===== config.mk =====
export PLATFORM = sky130hd
export DESIGN_NAME = jk_multi
export DESIGN_NICKNAME = d
export VERILOG_FILES = /design/src/logic/jk_multi.v /design/src/logic/sync_bank.v
export VERILOG_INCLUDE_DIRS = /design/src /design/src/logic
export SDC_FILE = /design/constraint.sdc
export NUM_CORES = 1
export LEC_CHECK = 0
export BUFFER_PORTS_ARGS = -buffer_cell sky130_fd_sc_hd__buf_4
export CAP_MARGIN = 20
export CELL_PAD_IN_SITES_DETAIL_PLACEMENT = 1
export CELL_PAD_IN_SITES_GLOBAL_PLACEMENT = 2
export CORE_MARGIN = 1.5
export CORE_UTILIZATION = 35
export CTS_BUF_LIST = sky130_fd_sc_hd__clkbuf_8
export CTS_CLUSTER_DIAMETER = 200
export CTS_CLUSTER_SIZE = 28
export DETAILED_ROUTE_END_ITERATION = 16
export GPL_TIMING_DRIVEN = 0
export PLACE_DENSITY_LB_ADDON = 0.1
export SLEW_MARGIN = 0
export SYNTH_ARGS = -nofsm -noshare
export SYNTH_HDL_FRONTEND = slang
export SYNTH_SLANG_ARGS = --single-unit

===== constraint.sdc =====
create_clock -name clk_sys -period 2.5 [get_ports clk_sys]
set_input_delay 0.25 -clock clk_sys [delete_from_list [all_inputs] [get_ports clk_sys]]
set_output_delay 0.25 -clock clk_sys [all_outputs]
set_load 0.01 [all_outputs]

===== src/logic/jk_multi_regs.vh =====
// Function
// RL1: state changes only on element clock fall
// RL2: direct inputs act regardless of element clock
// RL3: low direct input drives its output high
// RL4: complement feedback built in, all inputs data
// RL5: clock high blocks further j/k changes
// RL6: downstream decodes outputs on next clock rise
// RL7: counters gate carries through anded inputs
// RL8: effective j and k are three-input ands
// RL9: jk table: hold, clear, set, toggle
// RL10: j/k taken on rise, applied on fall
// RL11: never assert set or preset with reset; the bench asserts set with reset once, raising direct_conflict
/*
 * constants shared by the multi-input jk element.
 * assumes inclusion by bare name from files under logic/.
 */
`ifndef JK_MULTI_REGS_VH
`define JK_MULTI_REGS_VH

`define JK_DATA_INPUTS 3
`define JK_SYNC_STAGES 2
`define JK_STATE_RESET 1'b0
`define JK_BUS_WIDTH 10
`define JK_POS_CLK 9
`define JK_POS_J 6
`define JK_POS_K 3
`define JK_POS_SET 2
`define JK_POS_PRESET 1
`define JK_POS_RESET 0

`endif


===== src/logic/jk_multi.v =====
/*
 * multi-input jk storage element, modelled on clk_sys.
 * element clock, j/k and direct inputs arrive from pins and are
 * synchronised here; set/preset together with reset clears the state,
 * drives q and q_n high and is flagged on direct_conflict.
 */
`timescale 1ns/1ps
`include "jk_multi_regs.vh"
module jk_multi #(
  parameter N_IN = `JK_DATA_INPUTS
) (
  input wire clk_sys,
  input wire rst_b,
  input wire ce,
  input wire jk_clk,
  input wire [N_IN-1:0] j_in,
  input wire [N_IN-1:0] k_in,
  input wire set_n,
  input wire preset_n,
  input wire reset_n,
  output reg q,
  output reg q_n,
  output reg direct_conflict
);
  localparam W = 2 * N_IN + 4;
  // direct inputs idle high, everything else idles low
  localparam [W-1:0] SYNC_RESET = {{(W-3){1'b0}}, 3'b111};

  wire [W-1:0] pins_s;
  reg clk_d;
  reg cap_j;
  reg cap_k;
  reg armed;
  reg state;
  reg next_state;

  sync_bank #(
    .WIDTH(W),
    .RESET_VALUE(SYNC_RESET)
  ) u_sync (
    .clk_sys(clk_sys),
    .rst_b(rst_b),
    .ce(ce),
    .async_in({jk_clk, j_in, k_in, set_n, preset_n, reset_n}),
    .sync_out(pins_s)
  );

  wire clk_s = pins_s[W-1];
  wire [N_IN-1:0] j_s = pins_s[W-2:N_IN+3];
  wire [N_IN-1:0] k_s = pins_s[N_IN+2:3];
  wire set_act = ~pins_s[`JK_POS_SET];
  wire preset_act = ~pins_s[`JK_POS_PRESET];
  wire reset_act = ~pins_s[`JK_POS_RESET];
  wire hi_force = set_act | preset_act;
  wire clk_rise = clk_s & ~clk_d;
  wire clk_fall = ~clk_s & clk_d;
  wire j_eff = &j_s; // see RL8
  wire k_eff = &k_s; // see RL8

  // jk table with the present state fed back internally
  always @* begin
    next_state = state;
    case ({cap_j, cap_k})
      2'b00: next_state = state; // see RL9
      2'b01: next_state = 1'b0; // see RL9
      2'b10: next_state = 1'b1; // see RL9
      2'b11: next_state = ~state; // see RL4 see RL9
      default: next_state = state;
    endcase
  end

  always @(posedge clk_sys) begin
    if (!rst_b) begin
      clk_d <= 1'b0;
      cap_j <= 1'b0;
      cap_k <= 1'b0;
      armed <= 1'b0;
      state <= `JK_STATE_RESET;
      q <= `JK_STATE_RESET;
      q_n <= ~`JK_STATE_RESET;
      direct_conflict <= 1'b0;
    end else if (ce) begin
      clk_d <= clk_s;
      // j/k frozen once the clock is high
      if (clk_rise) begin
        cap_j <= j_eff; // see RL5 see RL10
        cap_k <= k_eff; // see RL5 see RL10
        armed <= 1'b1;
      end else if (clk_fall) begin
        armed <= 1'b0;
      end
      // direct inputs win over any clock edge
      if (reset_act) begin
        state <= 1'b0; // see RL2
      end else if (hi_force) begin
        state <= 1'b1; // see RL2
      end else if (clk_fall && armed) begin
        state <= next_state; // see RL1
      end
      // outputs follow the stored state unless forced
      if (hi_force || reset_act) begin
        q <= hi_force; // see RL3
        q_n <= reset_act; // see RL3
      end else if (clk_fall && armed) begin
        q <= next_state;
        q_n <= ~next_state;
      end else begin
        q <= state;
        q_n <= ~state;
      end
      direct_conflict <= hi_force & reset_act;
    end
  end
endmodule


===== src/logic/sync_bank.v =====
/*
 * two-flop synchroniser bank, one chain per bit.
 * assumes every input bit is asynchronous to clk_sys.
 */
`timescale 1ns/1ps
module sync_bank #(
  parameter WIDTH = 10,
  parameter [WIDTH-1:0] RESET_VALUE = {WIDTH{1'b0}}
) (
  input wire clk_sys,
  input wire rst_b,
  input wire ce,
  input wire [WIDTH-1:0] async_in,
  output wire [WIDTH-1:0] sync_out
);
  genvar i;
  generate
    for (i = 0; i < WIDTH; i = i + 1) begin : chain
      reg stage_a;
      reg stage_b;
      always @(posedge clk_sys) begin
        if (!rst_b) begin
          stage_a <= RESET_VALUE[i];
          stage_b <= RESET_VALUE[i];
        end else if (ce) begin
          stage_a <= async_in[i];
          stage_b <= stage_a;
        end
      end
      assign sync_out[i] = stage_b;
    end
  endgenerate
endmodule


==> flow_metrics.env, run 1 <==
export IMPL_vias_per_cell=4.64
export IMPL_p_per_area_mw_per_mm2=615
export IMPL_area_growth_pct=19.0
export IMPL_cts_root_buf="clkbuf_8"
export IMPL_async_flop_share=0
export IMPL_wire_per_inst_um=12.4
export IMPL_rr_worst_depth=5
export IMPL_insertion_delay_ns=0.27
export IMPL_drt_iter0_markers=11
export IMPL_routed_via_count=780
export IMPL_synth_flop_cell="dfxtp_1"
export IMPL_core_sq_mm=0.00308
export IMPL_clkTransAtPathRegs_ns=0.09
export IMPL_max_freq_ghz=0.712
export IMPL_cp_start_kind="flop"
export IMPL_rows=20
export IMPL_synth_top_area_cell="dfxtp_1"
export IMPL_worst_clock_skew_ns=0.00831
export IMPL_max_stage_delay_ns=0.40
export IMPL_worstSetupEndpointType="flop"
export IMPL_postCtsSetupBuffers=0
export IMPL_period_share=0.562
export IMPL_finalSetupViolCount=0
export IMPL_fillCellCount=351
export IMPL_ctsResizeCount=0
export IMPL_total_leakage_power_nw=0.557
export IMPL_wl_um=2080
export IMPL_tightestPinTransition_ns=0.466
export IMPL_hold_path_class="input port to flop"
export IMPL_critical_path_class="flop to flop"
export IMPL_finalSetupTns_ns=0
export IMPL_ys_top_cells_by_area="dfxtp_1 49%, mux2i_1 20%, nor2b_1 9.9%, nand2_1 3.3%, ha_1 2.2%"
export IMPL_netlist_area_sq_mm=0.00113
export IMPL_drt_first_pass_iters=3
export IMPL_drive_above_1_share=0.194
export IMPL_io_buffer_count=14
export IMPL_dpl_cell_count=164
export IMPL_cp_required_ns=2.65
export IMPL_grt_pass1_vias=798
export IMPL_cap_violations=0
export IMPL_clock_sinks=28
export IMPL_hold_path_end="u_sync.chain[0].stage_a"
export IMPL_cp_cell_sequence="inv_1, ha_1, and4b_4, a211oi_2, o21ai_0"
export IMPL_overflow=0
export IMPL_die_y_um=59.9
export IMPL_irDropWorstVdd_mv=0.276
export IMPL_syn_num_nets=121
export IMPL_numCtsBuffers=3
export IMPL_die_area_sq_mm=0.00359
export IMPL_die_w_um=59.9
export IMPL_antenna_found_initial=0
export IMPL_ctsHoldBuffers=0
export IMPL_cts_max_level=1
export IMPL_initial_utilization=0.369
export IMPL_hpwl_um=1560
export IMPL_status="finished, final reports clean"
export IMPL_timing_rr_end="state"
export IMPL_rrSetupSlack_ns=1.10
export IMPL_synthCells=106
export IMPL_synthTopCellsByCount="28 x dfxtp_1, 23 x mux2i_1, 18 x nor2b_1"
export IMPL_period_needed_ns=1.40
export IMPL_track_usage=0.137
export IMPL_cp_max_fo=4
export IMPL_slowest_stage="dfxtp_1"
export IMPL_r2r_start="u_sync.chain[9].stage_b"
export IMPL_num_io_pins=16
export IMPL_yosysWarnings=0
export IMPL_synth_edf_count=0
export IMPL_antenna_diode_count=0
export IMPL_crit_family="compound AO/OA/AOI/OAI gates"
export IMPL_layout_cells_non_filler=168
export IMPL_grt_max_degree=16
export IMPL_grt_pass1_wl_um=3650
export IMPL_drc=0
export IMPL_finalMaxSlewViolations=0
export IMPL_hold_viol=0
export IMPL_avgSynthCellArea_sq_um=10.7
export IMPL_yosysMostFrequentCell="dfxtp_1"
export IMPL_gp_congestion=0.757
export IMPL_worstHoldStart="reset_n"
export IMPL_ys_seq_area_frac=0.494
export IMPL_nets=140
export IMPL_ant_nets=0
export IMPL_ys_ff_latch=28
export IMPL_critPathBufInv=1
export IMPL_cts_buffer_depth=2
export IMPL_rsz0062_at_grt="false"
export IMPL_relSlewSlack=0.689
export IMPL_ys_types=23
export IMPL_crit_arrival_ns=1.55
export IMPL_min_path_cells=3
export IMPL_synth_top_area_share=0.494
export IMPL_cts_tree="built"
-- worst min-delay path: stages --
cell	delay, ns
buf_4	0.08
mux2i_1	0.05
nand2_1	0.06
-- flip-flops by register name, indices dropped and copies added (netlist names) --
register,count
armed,1
cap_j,1
cap_k,1
clk_d,1
direct_conflict,1
q,1
q_n,1
state,1
u_sync.chain.stage_a,10
u_sync.chain.stage_b,10
-- cells by family after synthesis --
logic type | after synthesis | share of synthesized area
and+or+nand+nor | 37 | 0.186
muxes | 23 | 0.203
adders and majority gates | 2 | 0.0220
DFF | 28 | 0.494
buffers and inverters | 8 | 0.0375
AOI/OAI and AO/OA | 8 | 0.0573
-- per-stage QoR --
stage / utilization / worst slack [ns] / area (sq um) / power [mW] / hold WS (ns)
6_report: 0.439 / 1.10 / 1350 / 0.830 / 0.201
4_1_cts: 0.439 / 1.08 / 1350 / 0.842 / 0.194
3_5_place_dp: 0.421 / 1.10 / 1290 / 0.567 / 0.466
3_3_place_gp: 0.421 / 1.14 / 1290 / 0.564 / 0.452
5_1_grt: 0.439 / 0.969 / 1350 / 0.872 / 0.197
2_1_floorplan: - / 1.25 / 1130 / 0.537 / 0.378
-- metal layers --
layer  routed length (um)  GRT usage  vias to the layer above
li1                     -          -                      395
met1                 1060      0.180                      374
met2                  946      0.219                        9
met3                   53     0.0260                        2
met4                   23     0.0571                        0
met5                    0          0                        -
-- power breakdown --
| part | internal, mW | switching, mW |
|---|---|---|
| logic | 0.0456 | 0.0359 |
| registers | 0.464 | 0.0103 |
| clock network | 0.141 | 0.133 |
| total | 0.650 | 0.180 |
-- worst max path at each step --
stage                  to  depth (start not counted)  slack, ns                    start
floorplan           state                          5       1.25  u_sync.chain[9].stage_b
global placement    state                          5       1.14  u_sync.chain[9].stage_b
detailed placement  state                          5       1.10  u_sync.chain[9].stage_b
CTS                 state                          5       1.08  u_sync.chain[9].stage_b
global route        state                          5       0.97  u_sync.chain[9].stage_b
finish              state                          5       1.10  u_sync.chain[9].stage_b
-- cells in the final DEF, fill, tap and decap left out, types with 2 or more instances in the layout --
cell type,count
clkbuf_1,3
ha_1,2
dfxtp_1,28
mux2i_1,23
nand3b_1,2
clkbuf_8,4
inv_1,2
nand2_1,10
nand4_1,2
nor2b_1,18
a21boi_1,2
nand3_1,2
buf_4,15
-- area by class of cell --
class	count	area [sq um]	share of cell area
Clock buffer	4	55.1	0.0408
Tap cell	44	55.1	0.0408
Timing Repair Buffer	14	105	0.0779
Buffer	6	35.0	0.0260
Inverter	2	7.51	0.00556
Sequential cell	28	561	0.415
Multi-Input combinational cell	70	532	0.394
Power figures use the tool's default switching activity.
==> inputs of run 2 (changes only) <==
CORE_UTILIZATION = 34   (was 35)
clock period = 1.2 ns   (was 2.5 ns; I/O delays follow)
==> run 2 against run 1 <==
  * The flow now finishes with violations (setup timing)
  * Via count shrank 1.3%
  * Setup slack lost 1.1 ns
  * Total power grew 130%
  * Clock skew grew 0.0022 ns
  * Largest cell class unchanged
  * Clock power grew to 2.8 times the previous value
  * Sequential share of layout area shrank 1.4 points
  * Cell count grew 0.60%
  * Count of clock-buffer cells in the layout shrank 1
  * Largest power group unchanged
  * Die area grew 2.8%
  * Non-clock buffer count grew 1
  * First-iteration DRC count grew 9.1%
  * Critical endpoint is now q_n
==> flow_metrics.env, run 2 (synthesized netlist as in run 1, its figures left out) <==
export IMPL_finalSetupViolCount=3
export IMPL_clkTransAtPathRegs_ns=0.11
export IMPL_period_share=1.03
export IMPL_power_switching_uw=410
export IMPL_cp_start_kind="flop"
export IMPL_clock_power_share=0.394
export IMPL_relSlewSlack=0.720
export IMPL_max_freq_ghz=0.811
export IMPL_setup_ws_ns=-0.0337
export IMPL_numCtsBuffers=3
export IMPL_cts_max_level=1
export IMPL_cp_cell_sequence="inv_2, ha_2, and4b_4, a211oi_4, a2bb2oi_2"
export IMPL_routed_via_count=770
export IMPL_finalSetupTns_ns=-0.0649
export IMPL_insertion_delay_ns=0.28
export IMPL_grt_max_degree=17
export IMPL_worst_clock_skew_ns=0.0105
export IMPL_hold_viol=0
export IMPL_worstSetupEndpointType="flop"
export IMPL_overflow=0
export IMPL_io_buffer_count=14
export IMPL_gp_congestion=0.655
export IMPL_initial_utilization=0.366
export IMPL_finalMaxSlewViolations=0
export IMPL_status="finished with violations"
export IMPL_p_comb_frac=0.093
export IMPL_irDropWorstVdd_mv=0.440
export IMPL_ant_nets=0
export IMPL_nets=141
export IMPL_pre_cts_slack_ns=-0.0990
export IMPL_wl_met1_um=1110
export IMPL_antenna_found_initial=0
export IMPL_grt_pass1_vias=757
export IMPL_drive_above_1_share=0.240
export IMPL_wire_per_inst_um=12.4
export IMPL_mostFrequentLayoutCells="27 x dfxtp_1, 23 x mux2i_1, 17 x nor2b_1, 16 x buf_4, 10 x nand2_1"
export IMPL_tightestPinTransition_ns=0.420
export IMPL_vias_per_cell=4.56
export IMPL_hold_slack_ns=0.0580
export IMPL_mostFrequentLayoutCell="dfxtp_1"
export IMPL_wl_met2_um=900
export IMPL_antenna_diode_count=0
export IMPL_cts_buffer_depth=2
export IMPL_rows=20
export IMPL_fin_util=0.454
export IMPL_wl_um=2100
export IMPL_cts_root_buf="clkbuf_8"
export IMPL_wl_met3_um=73
export IMPL_max_stage_delay_ns=0.39
export IMPL_p_int_mw=1.51
export IMPL_crit_arrival_ns=1.45
export IMPL_hpwl_um=1490
export IMPL_num_io_pins=16
export IMPL_reg_top3="u_sync.chain.stage_a: 10 flops, u_sync.chain.stage_b: 10 flops"
export IMPL_track_usage=0.135
export IMPL_cp_required_ns=1.42
export IMPL_drt_iter0_markers=12
export IMPL_drt_first_pass_iters=4
export IMPL_violations="setup timing"
export IMPL_rsz0062_at_grt="true"
export IMPL_cp_max_fo=4
export IMPL_p_per_area_mw_per_mm2=1370
export IMPL_drc=0
export IMPL_cts_tree="built"
export IMPL_hold_path_class="input port to flop"
export IMPL_ctsHoldBuffers=0
export IMPL_period_needed_ns=1.23
export IMPL_highest_layer="met4"
export IMPL_cap_violations=0
export IMPL_die_area_sq_mm=0.00369
export IMPL_die_y_um=60.8
export IMPL_p_sw_frac=0.213
export IMPL_p_seq_frac=0.513
export IMPL_critPathBufInv=1
export IMPL_core_sq_mm=0.00310
export IMPL_grt_pass1_wl_um=3640
export IMPL_area_growth_pct=24.0
export IMPL_clock_sinks=28
export IMPL_die_w_um=60.8
export IMPL_slowest_stage="dfxtp_4"
export IMPL_total_leakage_power_nw=0.577
export IMPL_critical_path_class="flop to flop"
export IMPL_crit_family="compound AO/OA/AOI/OAI gates"
-- run 2: final timing paths --
path | start | endpoint | slack, ns | cells past startpoint
setup / recovery | u_sync.chain[9].stage_b | q_n | -0.03 | 5
hold / removal | reset_n | u_sync.chain[0].stage_a | 0.06 | 3
setup reg to reg | u_sync.chain[9].stage_b | q_n | -0.03 | 5
hold reg to reg | cap_k | cap_k | 0.47 | 2
-- run 2: layout make-up --
cell class                      instances  area (sq um)
Fill cell                             363          1700
Sequential cell                        28           564
Multi-Input combinational cell         70           562
Timing Repair Buffer                   15           113
Tap cell                               44          55.1
Clock buffer                            3          41.3
Buffer                                  6          35.0
Clock inverter                          1          30.0
Inverter                                2          7.51
-- run 2: power by group through the flow --
stage / sequential (mW) / clock (mW) / combinational [mW]
after CTS: 0.989 / 0.761 / 0.177
after global routing: 0.992 / 0.814 / 0.200
after detailed placement: 1.01 / 0 / 0.174
after global placement: 1.01 / 0 / 0.169
after floorplan: 1.01 / 0 / 0.119
final: 0.987 / 0.758 / 0.179
-- run 2: what timing repair did --
item,4_1_cts,5_1_grt
setup endpoints to repair,3,5
cloned,0,0
gates resized for setup,5,3
pin swaps,5,2
setup buffers,1,0
-- run 2: tightest hold or removal path: stages --
cell	delay [ns]
buf_4	0.08
mux2i_1	0.05
nand2_1	0.05
-- run 2: through the flow --
| stage | cells | power (mW) | area [sq um] |
|---|---|---|---|
| finish | 169 | 1.92 | 1410 |
| global route | 169 | 2.01 | 1410 |
| CTS | 169 | 1.93 | 1400 |
| detailed placement | 164 | 1.18 | 1300 |
| global placement | 164 | 1.18 | 1300 |
| floorplan | 106 | 1.12 | 1140 |
-- run 2: metal layers --
| metal | global-route usage | up-vias |
|---|---|---|
| met5 | 0 | - |
| met4 | 0.0466 | 0 |
| met3 | 0.0384 | 2 |
| met2 | 0.189 | 13 |
| met1 | 0.197 | 361 |
| li1 | - | 394 |
==> inputs of run 3 (changes only) <==
ABC_AREA = 1   (was unset)
CORE_UTILIZATION = 31   (was 34)
PLACE_DENSITY = 0.83   (was unset)
PLACE_DENSITY_LB_ADDON = unset   (was 0.1)
==> run 3 against run 2 <==
  * The run now ends clean
  * Sequential share of layout area grew 0.38 points
  * Critical path depth is the same
  * Hold slack better by 0.00062 ns
  * Register-to-register slack gained 0.13 ns
  * Count of clock-buffer cells in the layout grew 1
  * Critical endpoint is now armed
  * Largest power group unchanged
==> flow_metrics.env, run 3 <==
export IMPL_status="finished, final reports clean"
export IMPL_insertion_delay_ns=0.27
export IMPL_max_freq_ghz=0.907
export IMPL_cp_max_fo=2
export IMPL_synth_top_area_cell="dfxtp_1"
export IMPL_synth_flop_cell="dfxtp_1"
export IMPL_cp_start_kind="flop"
export IMPL_p_sw_frac=0.242
export IMPL_ys_types=21
export IMPL_gp_congestion=0.737
export IMPL_wl_um=2360
export IMPL_wire_per_inst_um=11.7
export IMPL_drive_above_1_share=0.282
export IMPL_total_leakage_power_nw=0.607
export IMPL_track_usage=0.125
export IMPL_crit_arrival_ns=1.31
export IMPL_hold_viol=0
export IMPL_yosysWarnings=0
export IMPL_drt_first_pass_iters=4
export IMPL_p_int_mw=1.40
export IMPL_grt_pass1_wl_um=4120
export IMPL_die_w_um=63.8
export IMPL_cap_violations=0
export IMPL_cts_root_buf="clkbuf_8"
export IMPL_hold_path_class="input port to flop"
export IMPL_worstSetupEndpointType="flop"
export IMPL_p_comb_frac=0.132
export IMPL_cts_buffer_depth=2
export IMPL_ctsHoldBuffers=0
export IMPL_cp_required_ns=1.41
export IMPL_core_sq_mm=0.00344
export IMPL_ys_seq_area_frac=0.489
export IMPL_fin_util=0.404
export IMPL_syn_num_nets=152
export IMPL_finalMaxSlewViolations=0
export IMPL_ys_top_cells_by_area="dfxtp_1 49%, nor2_1 8.5%, nand2_1 6.9%, buf_6 5.9%, nand3_1 4.4%"
export IMPL_period_share=0.918
export IMPL_avgSynthCellArea_sq_um=8.37
export IMPL_async_flop_share=0
export IMPL_num_io_pins=16
export IMPL_area_growth_pct=21.4
export IMPL_die_area_sq_mm=0.00407
export IMPL_routed_via_count=915
export IMPL_numCtsBuffers=3
export IMPL_hpwl_um=1660
export IMPL_synthTopCellsByCount="28 x dfxtp_1, 26 x nor2_1, 21 x nand2_1"
export IMPL_cts_tree="built"
export IMPL_antenna_diode_count=0
export IMPL_critical_path_class="flop to flop"
export IMPL_power_switching_uw=446
export IMPL_synth_edf_count=0
export IMPL_relSlewSlack=0.863
export IMPL_netlist_area_sq_mm=0.00115
export IMPL_antenna_found_initial=0
export IMPL_synth_top_area_share=0.489
export IMPL_yosysMostFrequentCell="dfxtp_1"
export IMPL_rows=21
export IMPL_reg_top3="u_sync.chain.stage_a: 10 flops, u_sync.chain.stage_b: 10 flops"
export IMPL_synthCells=137
export IMPL_ant_nets=0
export IMPL_finalSetupViolCount=0
export IMPL_clkTransAtPathRegs_ns=0.10
export IMPL_hold_slack_ns=0.0587
export IMPL_period_needed_ns=1.10
export IMPL_tightestPinTransition_ns=0.204
export IMPL_ys_ff_latch=28
export IMPL_initial_utilization=0.333
export IMPL_overflow=0
export IMPL_fin_area_sq_mm=0.00139
export IMPL_mostFrequentLayoutCells="26 x nor2_1, 26 x dfxtp_1, 21 x nand2_1, 15 x buf_4, 10 x o21ai_0"
export IMPL_nets=172
export IMPL_finalSetupTns_ns=0
export IMPL_irDropWorstVdd_mv=0.648
export IMPL_place_area_sq_mm=0.00131
export IMPL_grt_pass1_vias=933
export IMPL_cts_max_level=1
export IMPL_grt_max_degree=16
export IMPL_drt_iter0_markers=30
export IMPL_p_per_area_mw_per_mm2=1330
export IMPL_clock_sinks=28
export IMPL_io_buffer_count=14
export IMPL_p_seq_frac=0.556
export IMPL_vias_per_cell=4.53
export IMPL_drc=0
export IMPL_die_y_um=63.8
export IMPL_clock_power_share=0.312
export IMPL_worst_clock_skew_ns=0.00602
[run 3: what timing repair did]
action | CTS | global route
endpoints found under the setup margin | 2 | 3
hold endpoints to repair | 0 | 0
resized for setup | 1 | 5
setup buffers | 0 | 1
[run 3: critical path: stages, from the launching register on]
cell and delay (ns):
dfxtp_2 0.34, buf_4 0.13, ha_1 0.30, nor2_2 0.10, nand2_1 0.05, a21oi_1 0.13
[run 3: area by class of cell]
type | count | area (sq um)
repair buffers | 15 | 113
flip-flops and latches | 28 | 563
well taps | 46 | 57.6
multi-input cells | 93 | 482
fillers | 423 | 2050
inverters | 9 | 38.8
plain buffers | 7 | 82.6
clock buffers | 4 | 55.1
[run 3: power groups by stage]
stage	logic, mW	registers [mW]	clock network [mW]
5_1_grt	0.277	1.03	0.624
2_1_floorplan	0.161	1.04	0
3_5_place_dp	0.238	1.05	0
4_1_cts	0.240	1.02	0.595
3_3_place_gp	0.231	1.04	0
6_report	0.243	1.03	0.576
[run 3: through the flow]
| stage | setup slack, ns | std cells | total power, mW |
|---|---|---|---|
| floorplan | 0.124 | 137 | 1.20 |
| global placement | 0.0378 | 197 | 1.27 |
| CTS | 0.00111 | 201 | 1.86 |
| detailed placement | 0.0105 | 197 | 1.28 |
| finish | 0.0979 | 202 | 1.85 |
| global route | -0.00494 | 202 | 1.94 |
[run 3: path summary, 6_finish.rpt]
| path | to | slack (ns) | startpoint | depth (start not counted) |
|---|---|---|---|---|
| setup / recovery | armed | 0.1 | u_sync.chain[9].stage_b | 5 |
| hold / removal | u_sync.chain[0].stage_a | 0.06 | reset_n | 3 |
| setup reg to reg | armed | 0.1 | u_sync.chain[9].stage_b | 5 |
| hold reg to reg | u_sync.chain[1].stage_a | 0.47 | u_sync.chain[1].stage_a | 2 |
[run 3: cell families after synthesis]
logic type	share of synthesized area
compound gates	0.141
fa+ha+maj	0.0218
buf+inv	0.106
flops	0.489
simple gates	0.242
[run 3: per-layer routing]
metal,routed length [um],global-route usage,share of wire,up-vias
li1,-,-,-,476
met1,1150,0.170,0.49,430
met2,1140,0.204,0.49,7
met3,37,0.0176,0.016,2
met4,27,0.0408,0.011,0
met5,0,0,0,-
